==> src/design/acc_consts.svh <==
// Constants of the converter control block: offsets, fields, resets, timing
`ifndef ACC_CONSTS_SVH
`define ACC_CONSTS_SVH

// ****************************************************************
// Register offsets
// ****************************************************************
`define ACC_OFS_SC1 3'h0
`define ACC_OFS_SC2 3'h1
`define ACC_OFS_RESH 3'h2
`define ACC_OFS_RESL 3'h3
`define ACC_OFS_CVH 3'h4
`define ACC_OFS_CVL 3'h5
`define ACC_OFS_CFG 3'h6
`define ACC_OFS_SYS 3'h7

// ****************************************************************
// Field positions
// ****************************************************************
`define ACC_SC1_DONE 7
`define ACC_SC1_IEN 6
`define ACC_SC1_CONT 5
`define ACC_SC2_ACT 7
`define ACC_SC2_TRG 6
`define ACC_SC2_CFE 5
`define ACC_SC2_CGT 4
`define ACC_CH_OFF 5'h1f
`define ACC_CH_RSVD 5'h1c
`define ACC_CH_VREFH 5'h1d
`define ACC_CH_VREFL 5'h1e

// ****************************************************************
// Reset values and timing
// ****************************************************************
`define ACC_SC1_RST 8'h1f
`define ACC_SC2_RST 8'h00
`define ACC_CFG_RST 8'h00
`define ACC_CONV_CYC 8'h14

`endif

==> src/design/acc_pkg.sv <==
// Types of the converter control block
package acc_pkg;
  typedef enum logic [1:0] {ACC_CK_BUS = 2'h0, ACC_CK_HALF = 2'h1, ACC_CK_ALT = 2'h2,
    ACC_CK_LOCAL = 2'h3} acc_clk_t;
  typedef enum logic [1:0] {ACC_RES_8 = 2'h0, ACC_RES_12 = 2'h1, ACC_RES_10 = 2'h2,
    ACC_RES_RSV = 2'h3} acc_res_t;
  typedef enum logic [2:0] {ACC_IDLE = 3'b001, ACC_CONV = 3'b010, ACC_DONE = 3'b100}
    acc_state_t;
  typedef struct packed {
    logic [2:0] addr;
    logic [7:0] wdata;
    logic wr;
    logic rd;
  } acc_bus_req_t;
  typedef struct packed {
    logic on;
    logic [4:0] channel;
    logic refh;
    logic refl;
  } acc_mux_t;
endpackage

==> src/design/acc_ctrl.sv <==
// Converter control: registers, trigger, sequencing, compare and result
//
// Decided for this implementation: the address map and the strobed register port.
`timescale 1ns/100ps
`include "acc_consts.svh"
module acc_ctrl
(
  // Clock and reset
  input wire logic clk_sys_i,
  input wire logic resetn_i,
  // Register port
  input wire acc_pkg::acc_bus_req_t bus_i,
  output logic [7:0] rdata_o,
  // Clock sources
  input wire logic osc_out_i,
  input wire logic local_async_clock_i,
  // Hardware trigger pin
  input wire logic timer_ext_clock_pin_i,
  // Analog core
  input wire logic [11:0] sar_data_i,
  output acc_pkg::acc_mux_t mux_o,
  output logic sample_o,
  // Interrupt request
  output logic conv_irq_o
);
  import acc_pkg::*;

  // ****************************************************************
  // Declarations
  // ****************************************************************
  logic [7:0] sc1_r;
  logic [6:4] sc2_r;
  logic [7:0] cfg_r;
  logic [7:0] cv_hi_r;
  logic [7:0] cv_lo_r;
  logic timer_pin_en_r;
  logic conv_done_flag_r;
  logic active_r;
  logic cont_run_r;
  logic [11:0] res_r;
  logic [7:0] cnt_r;
  logic trig_s;
  logic trig_d_r;
  logic tick;
  logic sc1_wr;
  logic resl_rd;
  logic hw_edge;
  logic start;
  logic finish;
  logic cmp_true;
  logic [11:0] conv_val;
  logic [11:0] cmp_val;
  acc_state_t state_r;
  acc_res_t mode;
  logic [4:0] input_channel_select;
  logic channel_off;

  assign input_channel_select = sc1_r[4:0];
  assign channel_off = input_channel_select == `ACC_CH_OFF;
  assign mode = acc_res_t'(cfg_r[3:2]);
  assign sc1_wr = bus_i.wr && bus_i.addr == `ACC_OFS_SC1;
  assign resl_rd = bus_i.rd && bus_i.addr == `ACC_OFS_RESL;

  // ****************************************************************
  // Conversion clock and trigger pin
  // ****************************************************************
  acc_clk_tick u_tick
  (
    .clk_sys_i(clk_sys_i),
    .resetn_i(resetn_i),
    .sel_i(acc_clk_t'(cfg_r[1:0])),
    .alt_clk_i(osc_out_i),
    .local_clk_i(local_async_clock_i),
    .tick_o(tick)
  );

  acc_sync u_trig
  (
    .clk_sys_i(clk_sys_i),
    .resetn_i(resetn_i),
    .d_i(timer_ext_clock_pin_i & timer_pin_en_r),
    .q_o(trig_s)
  );

  always_ff @(posedge clk_sys_i or negedge resetn_i)
  begin
    if (!resetn_i)
      trig_d_r <= 1'b0;
    else
      trig_d_r <= trig_s;
  end

  assign hw_edge = trig_s & ~trig_d_r & timer_pin_en_r;

  // ****************************************************************
  // Start decision
  // ****************************************************************
  always_comb
  begin
    if (sc2_r[`ACC_SC2_TRG])
      start = hw_edge && !channel_off && !sc1_wr;
    else
      start = sc1_wr && bus_i.wdata[4:0] != `ACC_CH_OFF;
  end

  // A control write in the last tick aborts the conversion: no result, no flag
  assign finish = state_r == ACC_CONV && tick && cnt_r == 8'h01 && !sc1_wr;

  // ****************************************************************
  // Result formatting and compare
  // ****************************************************************
  always_comb
  begin
    unique case (mode)
      ACC_RES_12: conv_val = sar_data_i;
      ACC_RES_10: conv_val = {2'h0, sar_data_i[11:2]};
      default: conv_val = {4'h0, sar_data_i[11:4]};
    endcase
  end

  assign cmp_val = {cv_hi_r[3:0], cv_lo_r};
  assign cmp_true = sc2_r[`ACC_SC2_CGT] ? conv_val >= cmp_val : conv_val < cmp_val;

  // ****************************************************************
  // Sequencer
  // ****************************************************************
  always_ff @(posedge clk_sys_i or negedge resetn_i)
  begin
    if (!resetn_i)
    begin
      state_r <= ACC_IDLE;
      cnt_r <= 8'h00;
      active_r <= 1'b0;
      cont_run_r <= 1'b0;
    end
    else if (sc1_wr && !start)
    begin
      state_r <= ACC_IDLE;
      active_r <= 1'b0;
      cont_run_r <= 1'b0;
      cnt_r <= 8'h00;
    end
    else if (start)
    begin
      state_r <= ACC_CONV;
      cnt_r <= `ACC_CONV_CYC;
      active_r <= 1'b1;
      cont_run_r <= sc2_r[`ACC_SC2_TRG] ? sc1_r[`ACC_SC1_CONT] : bus_i.wdata[`ACC_SC1_CONT];
    end
    else
    begin
      unique case (state_r)
        ACC_CONV:
        begin
          if (tick)
            cnt_r <= cnt_r - 8'h01;
          if (finish)
            state_r <= ACC_DONE;
        end
        ACC_DONE:
        begin
          if (cont_run_r && !channel_off)
          begin
            state_r <= ACC_CONV;
            cnt_r <= `ACC_CONV_CYC;
          end
          else
          begin
            state_r <= ACC_IDLE;
            active_r <= 1'b0;
          end
        end
        default:
          state_r <= ACC_IDLE;
      endcase
    end
  end

  // ****************************************************************
  // Result register and done flag
  // ****************************************************************
  always_ff @(posedge clk_sys_i or negedge resetn_i)
  begin
    if (!resetn_i)
      res_r <= 12'h000;
    else if (finish && (!sc2_r[`ACC_SC2_CFE] || cmp_true))
      res_r <= conv_val;
  end

  always_ff @(posedge clk_sys_i or negedge resetn_i)
  begin
    if (!resetn_i)
      conv_done_flag_r <= 1'b0;
    else if (finish && !sc2_r[`ACC_SC2_CFE])
      conv_done_flag_r <= 1'b1;
    else if (finish && cmp_true)
      conv_done_flag_r <= 1'b1;
    else if (sc1_wr || resl_rd)
      conv_done_flag_r <= 1'b0;
  end

  always_ff @(posedge clk_sys_i or negedge resetn_i)
  begin
    if (!resetn_i)
      conv_irq_o <= 1'b0;
    else
      conv_irq_o <= conv_done_flag_r & sc1_r[`ACC_SC1_IEN];
  end

  // ****************************************************************
  // Register writes
  // ****************************************************************
  always_ff @(posedge clk_sys_i or negedge resetn_i)
  begin
    if (!resetn_i)
    begin
      sc1_r <= `ACC_SC1_RST;
      sc2_r <= 3'h0;
      cfg_r <= `ACC_CFG_RST;
      cv_hi_r <= 8'h00;
      cv_lo_r <= 8'h00;
      timer_pin_en_r <= 1'b0;
    end
    else if (bus_i.wr)
    begin
      unique case (bus_i.addr)
        `ACC_OFS_SC1: sc1_r <= {1'b0, bus_i.wdata[6:0]};
        `ACC_OFS_SC2: sc2_r <= bus_i.wdata[6:4];
        `ACC_OFS_CVH: cv_hi_r <= {4'h0, bus_i.wdata[3:0]};
        `ACC_OFS_CVL: cv_lo_r <= bus_i.wdata;
        `ACC_OFS_CFG: cfg_r <= {4'h0, bus_i.wdata[3:0]};
        `ACC_OFS_SYS: timer_pin_en_r <= bus_i.wdata[0];
        default: ;
      endcase
    end
  end

  // ****************************************************************
  // Read data, one cycle after the strobe
  // ****************************************************************
  always_ff @(posedge clk_sys_i or negedge resetn_i)
  begin
    if (!resetn_i)
      rdata_o <= 8'h00;
    else if (!bus_i.rd)
      rdata_o <= 8'h00;
    else
    begin
      unique case (bus_i.addr)
        `ACC_OFS_SC1: rdata_o <= {conv_done_flag_r, sc1_r[6:0]};
        `ACC_OFS_SC2: rdata_o <= {active_r, sc2_r, 4'h0};
        `ACC_OFS_RESH: rdata_o <= {4'h0, res_r[11:8]};
        `ACC_OFS_RESL: rdata_o <= res_r[7:0];
        `ACC_OFS_CVH: rdata_o <= cv_hi_r;
        `ACC_OFS_CVL: rdata_o <= cv_lo_r;
        `ACC_OFS_CFG: rdata_o <= cfg_r;
        `ACC_OFS_SYS: rdata_o <= {7'h00, timer_pin_en_r};
      endcase
    end
  end

  // ****************************************************************
  // Analog multiplexer control
  // ****************************************************************
  always_ff @(posedge clk_sys_i or negedge resetn_i)
  begin
    if (!resetn_i)
    begin
      mux_o <= '0;
      sample_o <= 1'b0;
    end
    else
    begin
      mux_o.on <= !channel_off && state_r != ACC_IDLE;
      mux_o.channel <= (channel_off || input_channel_select == `ACC_CH_RSVD) ? 5'h00 :
        input_channel_select;
      mux_o.refh <= input_channel_select == `ACC_CH_VREFH;
      mux_o.refl <= input_channel_select == `ACC_CH_VREFL;
      sample_o <= finish;
    end
  end
endmodule

==> src/design/acc_sync.sv <==
// Two flip-flop synchroniser for one level
`timescale 1ns/100ps
module acc_sync
(
  // Clock and reset
  input wire logic clk_sys_i,
  input wire logic resetn_i,
  // Level
  input wire logic d_i,
  output logic q_o
);
  logic meta_r;

  always_ff @(posedge clk_sys_i or negedge resetn_i)
  begin
    if (!resetn_i)
    begin
      meta_r <= 1'b0;
      q_o <= 1'b0;
    end
    else
    begin
      meta_r <= d_i;
      q_o <= meta_r;
    end
  end
endmodule

==> src/design/acc_clk_tick.sv <==
// Conversion clock tick: picks one of four sources, emits a one-cycle tick
`timescale 1ns/100ps
`include "acc_consts.svh"
module acc_clk_tick
(
  // Clock and reset
  input wire logic clk_sys_i,
  input wire logic resetn_i,
  // Source select
  input wire acc_pkg::acc_clk_t sel_i,
  input wire logic alt_clk_i,
  input wire logic local_clk_i,
  // Tick
  output logic tick_o
);
  import acc_pkg::*;
  logic alt_s;
  logic loc_s;
  logic alt_d_r;
  logic loc_d_r;
  logic half_r;

  // ****************************************************************
  // Source sampling
  // ****************************************************************
  acc_sync u_alt (.clk_sys_i(clk_sys_i), .resetn_i(resetn_i), .d_i(alt_clk_i), .q_o(alt_s));
  acc_sync u_loc (.clk_sys_i(clk_sys_i), .resetn_i(resetn_i), .d_i(local_clk_i),
    .q_o(loc_s));

  always_ff @(posedge clk_sys_i or negedge resetn_i)
  begin
    if (!resetn_i)
    begin
      alt_d_r <= 1'b0;
      loc_d_r <= 1'b0;
      half_r <= 1'b0;
    end
    else
    begin
      alt_d_r <= alt_s;
      loc_d_r <= loc_s;
      half_r <= ~half_r;
    end
  end

  // ****************************************************************
  // Tick select
  // ****************************************************************
  always_comb
  begin
    unique case (sel_i)
      ACC_CK_BUS: tick_o = 1'b1;
      ACC_CK_HALF: tick_o = half_r;
      ACC_CK_ALT: tick_o = alt_s & ~alt_d_r;
      ACC_CK_LOCAL: tick_o = loc_s & ~loc_d_r;
    endcase
  end
endmodule

==> config.mk <==
export PLATFORM = sky130hd
export DESIGN_NAME = acc_ctrl
export DESIGN_NICKNAME = d
export VERILOG_FILES = /design/src/design/acc_pkg.sv /design/src/design/acc_ctrl.sv /design/src/design/acc_sync.sv /design/src/design/acc_clk_tick.sv
export VERILOG_INCLUDE_DIRS = /design/src /design/src/design
export SDC_FILE = /design/constraint.sdc
export NUM_CORES = 1
export LEC_CHECK = 0
export ABC_AREA = 1
export BUFFER_PORTS_ARGS = -buffer_cell sky130_fd_sc_hd__buf_2
export CORE_MARGIN = 1.5
export CORE_UTILIZATION = 60
export DETAILED_ROUTE_END_ITERATION = 10
export PLACE_DENSITY = 0.82
export SYNTH_ARGS = -nofsm -noshare
export SYNTH_HDL_FRONTEND = slang
export SYNTH_SLANG_ARGS = --single-unit
export TNS_END_PERCENT = 20
==> constraint.sdc <==
create_clock -name clk_sys_i -period 3.96 [get_ports clk_sys_i]
set_input_delay 0.594 -clock clk_sys_i [delete_from_list [all_inputs] [get_ports clk_sys_i]]
set_output_delay 0.594 -clock clk_sys_i [all_outputs]
set_load 0.1 [all_outputs]
-- Word-level counts from Yosys, hierarchy flattened
Index checks and enable logic that the tools add are counted.
- register bits after elaboration: 81
- latch bits: 0
- RAM bits: 0
- bits in read-only memories: 0
- bits of input ports: 30
- word-level logic and storage cells: 129
- memories: 0
- add/sub/neg operators: 1
- multiply operators: 0
- div/mod/pow operators: 0
- $lt $le $gt $ge: 2
- eq/ne operators: 25
- shifts and indexed selects: 0
- mux-type cells: 27
- bitwise operators: 10
- reduce and logical (&&, ||, !) cells: 35
- operator list (cell ; count):
    one-hot mux 8 bit (8 select lines) ; 1
    2-to-1 mux 8 bit ; 5
    one-hot mux 12 bit (2 select lines) ; 1
    == test 5 bit, second input constant ; 4
    one-hot mux 8 bit (2 select lines) ; 1
    == test 3 bit, second input constant ; 5
    logical AND 1 bit ; 14
    AND reduction 2 bit ; 7
    >= comparator 12 bit ; 1
    less-than comparator 12 bit ; 1
    2-to-1 mux 1 bit ; 12
    == test 3 x 2 -> 1 bit, second input constant ; 3
    2-to-1 mux 3 bit ; 3
    == test 8 x 1 -> 1 bit, second input constant ; 1
    != test 4 x 3 -> 1 bit, second input constant ; 2
    subtractor 8 x 1 -> 8 bit, second input constant ; 1
    bitwise AND 1 bit ; 6
    == test 2 bit, second input constant ; 3
    one-hot mux 3 bit (2 select lines) ; 1
    nonzero test 3 bit ; 2
    2-to-1 mux 5 bit ; 1
    != test 5 bit, second input constant ; 1
    == test 2 x 1 -> 1 bit, second input constant ; 2
    zero test 1 bit ; 4
    other kinds (13) ; 18

-- Longest topological paths before layout
Gate-level depths: netlist of run 1.
- depth after elaboration: 10
- mapped depth: 21
- mapped depth without buffers: 20

-- Cells and area by module
Synthesis of run 1 repeated with hierarchy kept, for this count alone.
- cell total of the unflattened synthesis: 497
- area total of the unflattened synthesis: 4190.3 um^2
- by module, submodules not included (module ; times used ; cells each ; area an instance (um^2) ; seq. area each (um^2)):
    acc_ctrl ; 1 ; 477 ; 3917.5 ; 1809.2
    acc_sync ; 3 ; 2 ; 50.0 ; 50.0
    acc_clk_tick ; 1 ; 14 ; 122.6 ; 75.1

-- Worst setup path before layout of run 1
Ideal clock, no wire load.
- kind: reg2reg
- start point: register cfg_r[2]
- end point: register res_r[3]
- library setup time: 0.117 ns
- arrival time: 2.541 ns
- required time: 3.843 ns
- setup slack: 1.302 ns
- cell stages (with the launch flop): 18
- cells stage by stage: dfrtp_1 inv_1 ha_1 clkbuf_1 nor2_1 inv_1 o32ai_1 ha_1 nand2_1 nor2_1 nand2_1 o21ai_0 nand3_1 nand3_1 nand2_1 buf_2 nand2_1 nand2_1
- word-level cells in the longest chain between the ends: 6
- RTL lines (element ; line ; RTL):
    start: declaration ; acc_ctrl.sv:33 ; logic [7:0] cfg_r;
    start signal: assignment ; acc_ctrl.sv:219 ; cfg_r <= `ACC_CFG_RST;
    start signal: assignment ; acc_ctrl.sv:231 ; `ACC_OFS_CFG: cfg_r <= {4'h0, bus_i.wdata[3:0]};
    == test 2 bit or == test 2 x 1 -> 1 bit (tied branches) ; acc_ctrl.sv:114 ; unique case (mode)
    one-hot mux 12 bit (2 select lines) * ; acc_ctrl.sv:114 ;
    via conv_val[9] ; acc_ctrl.sv:51 ; logic [11:0] conv_val;
    less-than comparator 12 bit or >= comparator 12 bit (tied branches) ; acc_ctrl.sv:122 ; assign cmp_true = sc2_r[`ACC_SC2_CGT] ? conv_val >= cmp_val : conv_val < cmp_val;
    2-to-1 mux 1 bit * ; acc_ctrl.sv:122 ;
    logical OR 1 bit * ; acc_ctrl.sv:186 ; else if (finish && (!sc2_r[`ACC_SC2_CFE] || cmp_true))
    logical AND 1 bit * ; acc_ctrl.sv:186 ;
    end signal: assignment ; acc_ctrl.sv:187 ; res_r <= conv_val;
    end: declaration ; acc_ctrl.sv:40 ; logic [11:0] res_r;
The timed path passes the listed nets; every way through them passes the cells marked *.
A chain may end at the register's enable or synchronous reset.

-- Worst setup path after layout of run 1
- start point: register cfg_r[2]
- end point: register res_r[6]
The elaborated chain is that of the path after synthesis.

==> results.md, run 1 <==
- CTS resizes: 0
- FF-to-FF Start: cfg_r[2]$_DFFE_PN0P_
- PD cells: 528.6 nW/um2
- Initial antenna violation count: 0
- Crit share post-route: 0.8757
- Routed WL: 9612 um
- Xor-xnor portion of the synthesized cell area: 0.006389
- Area leader, netlist: dfrtp_1
- Crit Path Class: reg2reg
- Pint: 0.001487 W
- Vias per cell: 5.710
- Seq pwr share: 0.428
- Via count: 3563
- Critical Path AT: 3.71 ns
- Initial core utilization: 0.6332
- Largest family of logic cells by synthesized area: simple AND/OR/NAND/NOR gates
- CTS max path bufs: 2
- Hold WS: roughly 0.33 ns
- P_sw: 0.0009437 W
- DR pass1 iterations: 7
- Fin cells: ~620
- Cts hold-fix bufs: 0
- Layout Utilization: 0.7080
- Reg2reg path depth: 16
- Hold Path Origin: osc_out_i
- CP required: 4.21 ns
- DIE AREA: about 7400 um2
- CTS tree: done
- VDD IR max: 0.3506 mV
- Share of layout cells above drive strength 1: 0.1609
- Syn nets: 539
- Vias in the first global route: around 3500
- Switching Share: 0.3882
- Hold path depth: 1
- Synth unique cells: 40
- Count leader, synth: nand2_1
- Setup repair bufs after CTS: 0
- Synth Flop Type: dfrtp_1
- H-tree depth: 3
- Synth top cells by count: nand2_1 (132), dfrtp_1 (75), inv_1 (74)
- Sequential area share after synthesis: 0.4947
- Final min period: 3.468 ns
- Worst-Margin Slew: 0.9531 ns
- Syn avg cell area: 8.342 um2
- Synth Area in Simple Gates: 0.2443
- Hold WC Path Type: in2reg
- Ports: 48
- Yosys warns: 0
- Residual DRC count: 0
- First-pass GRT wire length: 16060 um
- Gr ovfl total: 0
- Clk sinks: 81
- Routed len/inst: 15.40 um
- Port Buf Inserts: 47
- Dpl cells: 608
- Cell count after synthesis: 493
- Worst R2R End: res_r[6]$_DFFE_PN0P_
- Final clock skew: 0.01394 ns
- Synthesized flop and latch total: a little over 80
- 1st-iter DRT viols: 321
- Reg2reg setup slack: roughly 0.5 ns
- Final number of setup-violating endpoints: 0
- Crit path launch type: flop
- Number of synthesized flops with an enable pin: 0
- Async SR Flop Fraction: 1.000
- Leak: 2.394 nW
- Max-Cap Viols: 0
- RSZ-0062 raised after global routing: false
- Synth Area in Compound Gates: 0.1180
- CTS Buf Count: 9
- Antenna-violating nets left: 0
- Fin nets: around 600
- Synth area leaders: dfrtp_1 (46%), nand2_1 (12%), inv_1 (6.8%)
- HPWL reported at the end of detailed placement: 7129 um
- Final Hold Fails: 0
- Reg clk slew, reported paths: 0.10 ns
- Status: complete, no violations
- Fmax achieved: 288.4 MHz
- Post-synthesis adder-cell area fraction: 0.04868
- CTS Root Cell: clkbuf_8
- Worst skew pair latency: about 0.36 ns
- Cell area after synthesis: roughly 4000 um2
- Top cell type's share of synthesized area: 0.4563
- Max-slew violations: 0
- GPL Wtd Cong: 0.9865
- GRT Total Usage: 0.2809
- Crit-path max FO: 13
- FP Rows: 29
- Largest net degree at the start of global routing: 82
- Logic pwr share: 0.312
- Slew headroom: 0.3646
- Final TNS setup: 0 ns
- Core area: 6495 um2
- N_diodes: 0
- WHS Endpoint: u_tick.u_alt.meta_r$_DFF_PN0_
- Crit. End Element: flop
- Clk pwr share: 0.260
- Total power: 0.002431 W
- DIE WIDTH: 85.79 um
- Filler Cells Inserted: about 480
- Multiplexer share of the synthesized area: 0
- Synth-to-Final Area Change: 11.80%
- Die H: roughly 86 um
state kept, by name, indices dropped and copies added, names as in the netlist, 3 cells and up:
name     count
cv_hi_r      4
sc1_r        7
state_r      3
cfg_r        4
res_r       12
rdata_o      8
sc2_r        3
cv_lo_r      8
cnt_r        8
mux_o        8
layout make-up:
type,count,area (um2),area share
inverter,81,306.5,0.06667
timing repair buffer,47,237.7,0.05170
sequential,81,2034,0.4424
clock inverter,7,82.58,0.01796
clock buffer,9,123.9,0.02694
tap,77,96.34,0.02095
multi-input combinational,322,1717,0.3733
power groups by stage:
| stage | clock [W] | combinational [W] | sequential, W |
|---|---|---|---|
| after floorplan | 0 | 0.000444 | 0.00117 |
| after global placement | 0 | 0.000720 | 0.00105 |
| after detailed placement | 0 | 0.000748 | 0.00105 |
| after CTS | 0.000634 | 0.000753 | 0.00104 |
| after global routing | 0.000670 | 0.000860 | 0.00105 |
| final | 0.000631 | 0.000758 | 0.00104 |
worst max path at each step:
stage                         startpoint              endpoint  slack, ns  cells after the start
CTS                 cfg_r[2]$_DFFE_PN0P_  res_r[6]$_DFFE_PN0P_       0.57                     16
floorplan           cfg_r[2]$_DFFE_PN0P_  res_r[3]$_DFFE_PN0P_       1.30                     17
global route        cfg_r[2]$_DFFE_PN0P_  res_r[6]$_DFFE_PN0P_        0.1                     15
detailed placement  cfg_r[2]$_DFFE_PN0P_  res_r[1]$_DFFE_PN0P_       0.57                     16
finish              cfg_r[2]$_DFFE_PN0P_  res_r[6]$_DFFE_PN0P_       0.49                     16
global placement    cfg_r[2]$_DFFE_PN0P_  res_r[1]$_DFFE_PN0P_       0.81                     16
cell families after synthesis:
kind of cell             Yosys count
adder cells (fa/ha/maj)           16
buffers and inverters             90
XOR/XNOR                           3
AO/OA/AOI/OAI                     80
flip-flops                        81
AND/OR/NAND/NOR                  223
worst max-delay path: stages (launching register included):
cell,delay (ns)
dfrtp_1,0.40
inv_1,0.06
ha_1,0.40
nor2_1,0.22
inv_1,0.17
o221ai_1,0.32
ha_1,0.31
nand2_1,0.07
nand2_1,0.05
nand2_1,0.05
nand2_1,0.06
a21oi_1,0.14
nand3_1,0.08
nand3_1,0.37
nand2_1,0.40
nand2_1,0.19
nand2_1,0.07
metal layers:
layer / vias to the layer above / share of wire / global-route usage
met5: - / 0 / 0
met4: 0 / 0.037 / 0.1290
met3: 35 / 0.069 / 0.05005
met2: 154 / 0.46 / 0.4431
met1: 1665 / 0.43 / 0.3814
li1: 1709 / - / -
layout by cell type, fill, tap and decap left out, types with 2 or more instances in the layout:
| cell | instances |
|---|---|
| o211ai_1 | 2 |
| dfrtp_1 | 75 |
| buf_2 | 46 |
| nor2_8 | 2 |
| nand2_1 | 132 |
| nor3_1 | 9 |
| a41oi_1 | 4 |
| o32ai_1 | 2 |
| a22oi_1 | 3 |
| o21ai_1 | 13 |
| o221ai_1 | 6 |
| dfstp_2 | 6 |
| inv_6 | 3 |
| nand2_2 | 4 |
| inv_2 | 5 |
| nand4_1 | 12 |
| o21ai_0 | 28 |
| inv_1 | 74 |
| o22ai_1 | 3 |
| nor2_1 | 25 |
| a31oi_1 | 5 |
| xor2_1 | 3 |
| clkbuf_8 | 9 |
| nor3_2 | 2 |
| a21oi_1 | 11 |
| ha_1 | 16 |
| clkinvlp_4 | 2 |
| nand3_1 | 30 |
through the flow:
stage,instance area [um2],worst slack (ns)
final,4598,0.4924
after floorplan,4113,1.302
after global routing,4598,0.09976
after detailed placement,4392,0.5675
after CTS,4598,0.5682
after global placement,4392,0.8073
No activity file was read; power rests on OpenSTA's default activity.
==> inputs of run 2 (changes only) <==
REMOVE_ABC_BUFFERS = 1   (was unset)
==> run 2 against run 1 <==
  * Register-to-register slack improved by 0.18 ns
  * Cell count unchanged
  * Flip-flop and latch count unchanged
  * Worst setup slack improved by 0.18 ns
  * Combinational power about the same
  * Die area unchanged
  * Sequential power about the same
  * Critical path depth decreased by 2
  * Largest power group unchanged
  * Non-clock buffer count unchanged
  * Global-route usage decreased by 1.4 points
  * Largest cell class unchanged
  * Via count decreased by 1.3%
  * Critical endpoint is now res_r[1]$_DFFE_PN0P_
==> results.md, run 2 (same netlist as run 1, synthesis figures left out) <==
- CTS Root Cell: clkbuf_8
- CP required: 4.21 ns (about the same)
- HPWL reported at the end of detailed placement: 6897 um (-3.3%)
- Crit path launch type: flop
- Via count: 3515 (-1.3%)
- Number of flip-flops in the largest register: 12 (unchanged)
- Status: complete, no violations
- Max stage delay on crit path: 0.45 ns (+0.05 ns)
- Final TNS setup: 0 ns (unchanged)
- DR pass1 iterations: 5 (-2)
- Hold WC Path Type: in2reg
- Ports: 48 (unchanged)
- Worst-Margin Slew: 0.9682 ns (+0.01515 ns)
- Clk sinks: 81 (unchanged)
- RSZ-0062 raised after global routing: false
- Final Hold Fails: 0 (unchanged)
- GRT Total Usage: 0.2667 (-0.01415)
- Routed WL: 9076 um (-5.6%)
- Crit. End Element: flop
- Stages on worst setup path: 14 (-2)
- Final worst slack: 0.6689 ns (+0.1764 ns)
- Leak: 2.383 nW (-0.44%)
- Slowest CP cell: ha_1
- Share of layout cells above drive strength 1: 0.1609 (unchanged)
- Die H: 85.79 um (unchanged)
- Vias per cell: 5.633 (-1.3%)
- Vias in the first global route: 3323 (-4.3%)
- CTS max path bufs: 2 (unchanged)
- Antenna-violating nets left: 0 (unchanged)
- Top delay family on crit path: simple AND/OR/NAND/NOR gates
- Max-Cap Viols: 0 (unchanged)
- Reg2reg path depth: 14 (-2)
- Crit Path Class: reg2reg
- 1st-iter DRT viols: 270 (-16%)
- Crit-path max FO: 13 (unchanged)
- Hold path depth: 1 (unchanged)
- Core area: 6495 um2 (unchanged)
- Crit share post-route: 0.8311 (-0.04456)
- Largest net degree at the start of global routing: 82 (unchanged)
- Critical Path AT: 3.54 ns (-0.17 ns)
- Crit path top cell by count: nand2_1
- Cts hold-fix bufs: 0 (unchanged)
- Register with the most flip-flops: res_r
- VDD IR max: 0.3646 mV (+4.0%)
- Residual DRC count: 0 (unchanged)
- Slew headroom: 0.3545 (-0.01010)
- CTS resizes: 0 (unchanged)
- Final number of setup-violating endpoints: 0 (unchanged)
- Port Buf Inserts: 47 (unchanged)
- Buf/Inv on CP: 1 (-1)
- Setup repair bufs after CTS: 0 (unchanged)
- H-tree depth: 3 (unchanged)
- Gr ovfl total: 0 (unchanged)
- Reg clk slew, reported paths: 0.09 ns (about the same)
- Routed len/inst: 14.54 um (-5.6%)
- Fin nets: 588 (unchanged)
- N_diodes: 0 (unchanged)
- Worst skew pair latency: 0.36 ns (about the same)
- Max-slew violations: 0 (unchanged)
- DIE AREA: 7360 um2 (unchanged)
- Final min period: 3.291 ns (-0.1764 ns)
- Commonest non-fill, non-tap cell in the layout: nand2_1
- CTS tree: done
- CTS Buf Count: 9 (unchanged)
- Final clock skew: 0.01050 ns (-0.003435 ns)
- Commonest non-fill, non-tap cells in the layout: nand2_1 (132), dfrtp_1 (75), inv_1 (74)
- Synth-to-Final Area Change: 11.29%
- Initial core utilization: 0.6332 (unchanged)
- Initial antenna violation count: 0 (unchanged)
- Placement Setup Slack: 0.7201 ns (+0.1526 ns)
- First-pass GRT wire length: 15260 um (-5.0%)
- PD cells: 515.2 nW/um2 (-2.5%)
- DIE WIDTH: 85.79 um (unchanged)
- FP Rows: 29 (unchanged)
- GPL Wtd Cong: 0.9916 (+0.52%)
- Fmax achieved: 303.8 MHz (+5.4%)
- Critical-path cell list: ha_1, nor2_1, inv_1, nor2_1, ha_1, nand2_1, nor2_1, nand2_1, o21ai_0, nand3_1, nand3_1, nand2_1, nand2_1, nand2_1
-- run 2: area by class of cell --
type | count | area (um2)
fill | 492 | 1918
inverter | 81 | 306.5
clock inverter | 7 | 61.31
multi-input combinational | 322 | 1717
tap | 77 | 96.34
clock buffer | 9 | 123.9
sequential | 81 | 2034
timing repair buffer | 47 | 237.7
-- run 2: power by group --
| group | total [W] | internal [W] | switching [W] |
|---|---|---|---|
| sequential | 0.00104 | 0.000956 | 0.0000824 |
| combinational | 0.000757 | 0.000228 | 0.000529 |
| clock | 0.000563 | 0.000238 | 0.000324 |
-- run 2: worst register-to-register path, stage by stage, from the launching register on --
cell and delay [ns]:
dfrtp_1 0.43, ha_1 0.45, nor2_1 0.12, inv_1 0.20
nor2_1 0.11, ha_1 0.31, nand2_1 0.09, nor2_1 0.18
nand2_1 0.10, o21ai_0 0.16, nand3_1 0.10, nand3_1 0.34
nand2_1 0.37, nand2_1 0.17, nand2_1 0.06
-- run 2: per-layer routing --
metal | track usage | share of wire | routed length, um | vias up
li1 | - | - | - | 1711
met1 | 0.3725 | 0.45 | 4118 | 1653
met2 | 0.4273 | 0.47 | 4269 | 132
met3 | 0.04909 | 0.057 | 521 | 19
met4 | 0.08358 | 0.018 | 167 | 0
met5 | 0 | 0 | 0 | -
-- run 2: final timing paths --
kind	startpoint	endpoint	slack [ns]
setup / recovery	cfg_r[3]$_DFFE_PN0P_	res_r[1]$_DFFE_PN0P_	0.67
hold / removal	local_async_clock_i	u_tick.u_loc.meta_r$_DFF_PN0_	0.34
setup reg to reg	cfg_r[3]$_DFFE_PN0P_	res_r[1]$_DFFE_PN0P_	0.67
hold reg to reg	u_trig.meta_r$_DFF_PN0_	u_trig.q_o$_DFF_PN0_	0.35
max in group asynchronous	resetn_i	u_tick.half_r$_DFF_PN0_	2.94
min in group asynchronous	resetn_i	cv_lo_r[7]$_DFFE_PN0P_	0.37
-- run 2: stage by stage --
stage,hold WS [ns],std cells,total power (W),instance area (um2),util
final,0.3418,624,0.002358,4577,0.7047
after global routing,0.3320,624,0.002509,4577,0.7047
after CTS,0.3400,624,0.002355,4577,0.7047
after detailed placement,0.3347,608,0.001798,4392,0.6762
after global placement,0.3327,608,0.001770,4392,0.6762
after floorplan,0.2984,484,0.001613,4058,-
==> inputs of run 3 (changes only) <==
CORE_UTILIZATION = 53   (was 60)
PLACE_DENSITY = 0.76   (was 0.82)
clock period = 2.9 ns   (was 3.96 ns; I/O delays follow)
==> run 3 against run 2 <==
  * Global-route usage fell by 2.9 points
  * Clock power increased by 36%
  * Largest power group unchanged
  * Worst hold slack lost 0.16 ns
  * Critical endpoint is now res_r[3]$_DFFE_PN0P_
  * Die area rose by 13%
==> results.md, run 3 (same netlist as run 1, synthesis figures left out) <==
- Buf/Inv on CP: 4 (+3)
- Multi-input logic area: 1773 um2 (+3.3%)
- Initial antenna violation count: 0 (unchanged)
- Stages on worst setup path: 17 (+3)
- Final worst slack: 0.2164 ns (-0.4525 ns)
- Switching Share: 0.3933 (-0.003677)
- Max stage delay on crit path: 0.39 ns (-0.06 ns)
- Filler Cells Inserted: 641 (+30%)
- Largest net degree at the start of global routing: 82 (unchanged)
- 1st-iter DRT viols: 328 (+21%)
- Slowest CP cell: dfrtp_1
- Final TNS setup: 0 ns (unchanged)
- Reg clk slew, reported paths: 0.08 ns (about the same)
- Final number of setup-violating endpoints: 0 (unchanged)
- Clk sinks: 81 (unchanged)
- CTS Root Cell: clkbuf_8
- Share of layout cells above drive strength 1: 0.1788 (+0.01795)
- Reg2reg path depth: 17 (+3)
- Crit-path max FO: 12 (-1)
- Commonest non-fill, non-tap cell in the layout: nand2_1
- Vias in the first global route: 3287 (-1.1%)
- CTS Buf Count: 9 (unchanged)
- Sequential standard cell area: 2034 um2 (unchanged)
- RSZ-0062 raised after global routing: false
- M1 WL: 4163 um (+1.1%)
- Crit path top cell by count: nand2_1
- Worst skew pair latency: 0.36 ns (about the same)
- Top sig layer: met4
- Fmax achieved: 372.6 MHz (+23%)
- Vias per cell: 5.505 (-2.3%)
- DIE WIDTH: 91.09 um (+6.2%)
- GPL Wtd Cong: 0.8965 (-9.6%)
- H-tree depth: 3 (unchanged)
- Slew headroom: 0.3492 (-0.005311)
- Status: complete, no violations
- Routed WL: 9244 um (+1.9%)
- Routed wl met3: 487 um (-6.5%)
- Final Hold Fails: 0 (unchanged)
- Total power: 0.003266 W (+38%)
- Critical-path cell list: inv_1, ha_4, nor2_4, inv_2, o32ai_2, ha_1, nand2_1, nor2_1, nand2_1, inv_1, nand2_1, nand3_1, nand2_1, nand3_1, buf_4, nand3_1, nand2_1
- Final min period: 2.684 ns (-0.6075 ns)
- HPWL reported at the end of detailed placement: 7001 um (+1.5%)
- Residual DRC count: 0 (unchanged)
- Worst-Margin Slew: 0.9762 ns (+0.007966 ns)
- CTS max path bufs: 2 (unchanged)
- Crit Path Class: reg2reg
- Logic pwr share: 0.331 (+0.010)
- Final clock skew: 0.006888 ns (-0.003614 ns)
- Max-Cap Viols: 0 (unchanged)
- First-pass GRT wire length: 15530 um (+1.8%)
- Hold path depth: 1 (unchanged)
- FP Rows: 31 (+6.9%)
- Number of flip-flops in the largest register: 12 (unchanged)
- Via count: 3562 (+1.3%)
- Crit share post-route: 0.9254 (+0.09428)
- DR pass1 iterations: 5 (unchanged)
- VDD IR max: 0.3655 mV (+0.25%)
- Pint: 0.001981 W (+39%)
- Initial core utilization: 0.5581 (-0.07515)
- Crit. End Element: flop
- Critical Path AT: 2.98 ns (-0.56 ns)
- Setup repair bufs after CTS: 0 (unchanged)
- DIE AREA: 8297 um2 (+13%)
- GRT Total Usage: 0.2377 (-0.02896)
- Fin nets: 589 (+0.17%)
- Routed len/inst: 14.29 um (-1.8%)
- Die H: 91.09 um (+6.2%)
- Clk pwr share: 0.235 (-0.004)
- Gr ovfl total: 0 (unchanged)
- CP required: 3.19 ns (-1.02 ns)
- Crit path launch type: flop
- Cts hold-fix bufs: 0 (unchanged)
- Register with the most flip-flops: res_r
- Top delay family on crit path: simple AND/OR/NAND/NOR gates
- Commonest non-fill, non-tap cells in the layout: nand2_1 (131), dfrtp_1 (75), inv_1 (73)
- Placement Setup Slack: -0.09946 ns (-0.8196 ns)
- Port Buf Inserts: 47 (unchanged)
- Met2 WL: 4355 um (+2.0%)
- Hold WC Path Type: in2reg
- Ports: 48 (unchanged)
- N_diodes: 0 (unchanged)
- Seq pwr share: 0.434 (-0.006)
- Core area: 7370 um2 (+13%)
- Max-slew violations: 0 (unchanged)
- Leak: 2.393 nW (+0.42%)
- PD cells: 699.3 nW/um2 (+36%)
- CTS tree: done
- Antenna-violating nets left: 0 (unchanged)
- Synth-to-Final Area Change: 13.54%
- P_sw: 0.001284 W (+37%)
## run 3: stage by stage
step / area [um2] / util / hold WS (ns) / instances
2_1_floorplan: 4058 / - / 0.1394 / 484
3_3_place_gp: 4427 / 0.6007 / 0.3336 / 631
5_1_grt: 4669 / 0.6336 / 0.1628 / 647
4_1_cts: 4622 / 0.6272 / 0.1726 / 647
3_5_place_dp: 4427 / 0.6007 / 0.3425 / 631
6_report: 4669 / 0.6336 / 0.1830 / 647
## run 3: power groups by stage
stage / registers [W] / logic [W] / clock network (W)
after floorplan: 0.00160 / 0.000602 / 0
after global placement: 0.00143 / 0.000993 / 0
after detailed placement: 0.00144 / 0.00103 / 0
after CTS: 0.00142 / 0.00104 / 0.000783
after global routing: 0.00144 / 0.00122 / 0.000829
final: 0.00142 / 0.00108 / 0.000768
## run 3: repair_timing
action | CTS | global route
cloned | 0 | 0
gates resized for setup | 2 | 10
setup endpoints to repair | 13 | 13
## run 3: metal layers
| metal | GRT usage | up-vias |
|---|---|---|
| met5 | 0 | - |
| met3 | 0.03685 | 24 |
| met1 | 0.3304 | 1699 |
| li1 | - | 1711 |
| met2 | 0.3706 | 128 |
| met4 | 0.1003 | 0 |
## run 3: final timing paths
check,from,end,slack [ns]
worst max-delay path,cfg_r[2]$_DFFE_PN0P_,res_r[3]$_DFFE_PN0P_,0.22
worst min-delay path,local_async_clock_i,u_tick.u_loc.meta_r$_DFF_PN0_,0.18
worst max register to register,cfg_r[2]$_DFFE_PN0P_,res_r[3]$_DFFE_PN0P_,0.22
worst min register to register,u_trig.meta_r$_DFF_PN0_,u_trig.q_o$_DFF_PN0_,0.36
max in group asynchronous,resetn_i,cv_lo_r[1]$_DFFE_PN0P_,2.03
min in group asynchronous,resetn_i,res_r[3]$_DFFE_PN0P_,0.21
## run 3: cell type report
cell class | count | area share
multi-input combinational | 322 | 0.3797
tap | 99 | 0.02653
timing repair buffer | 48 | 0.05252
sequential | 81 | 0.4357
inverter | 81 | 0.06565
clock inverter | 6 | 0.01045
clock buffer | 10 | 0.02947
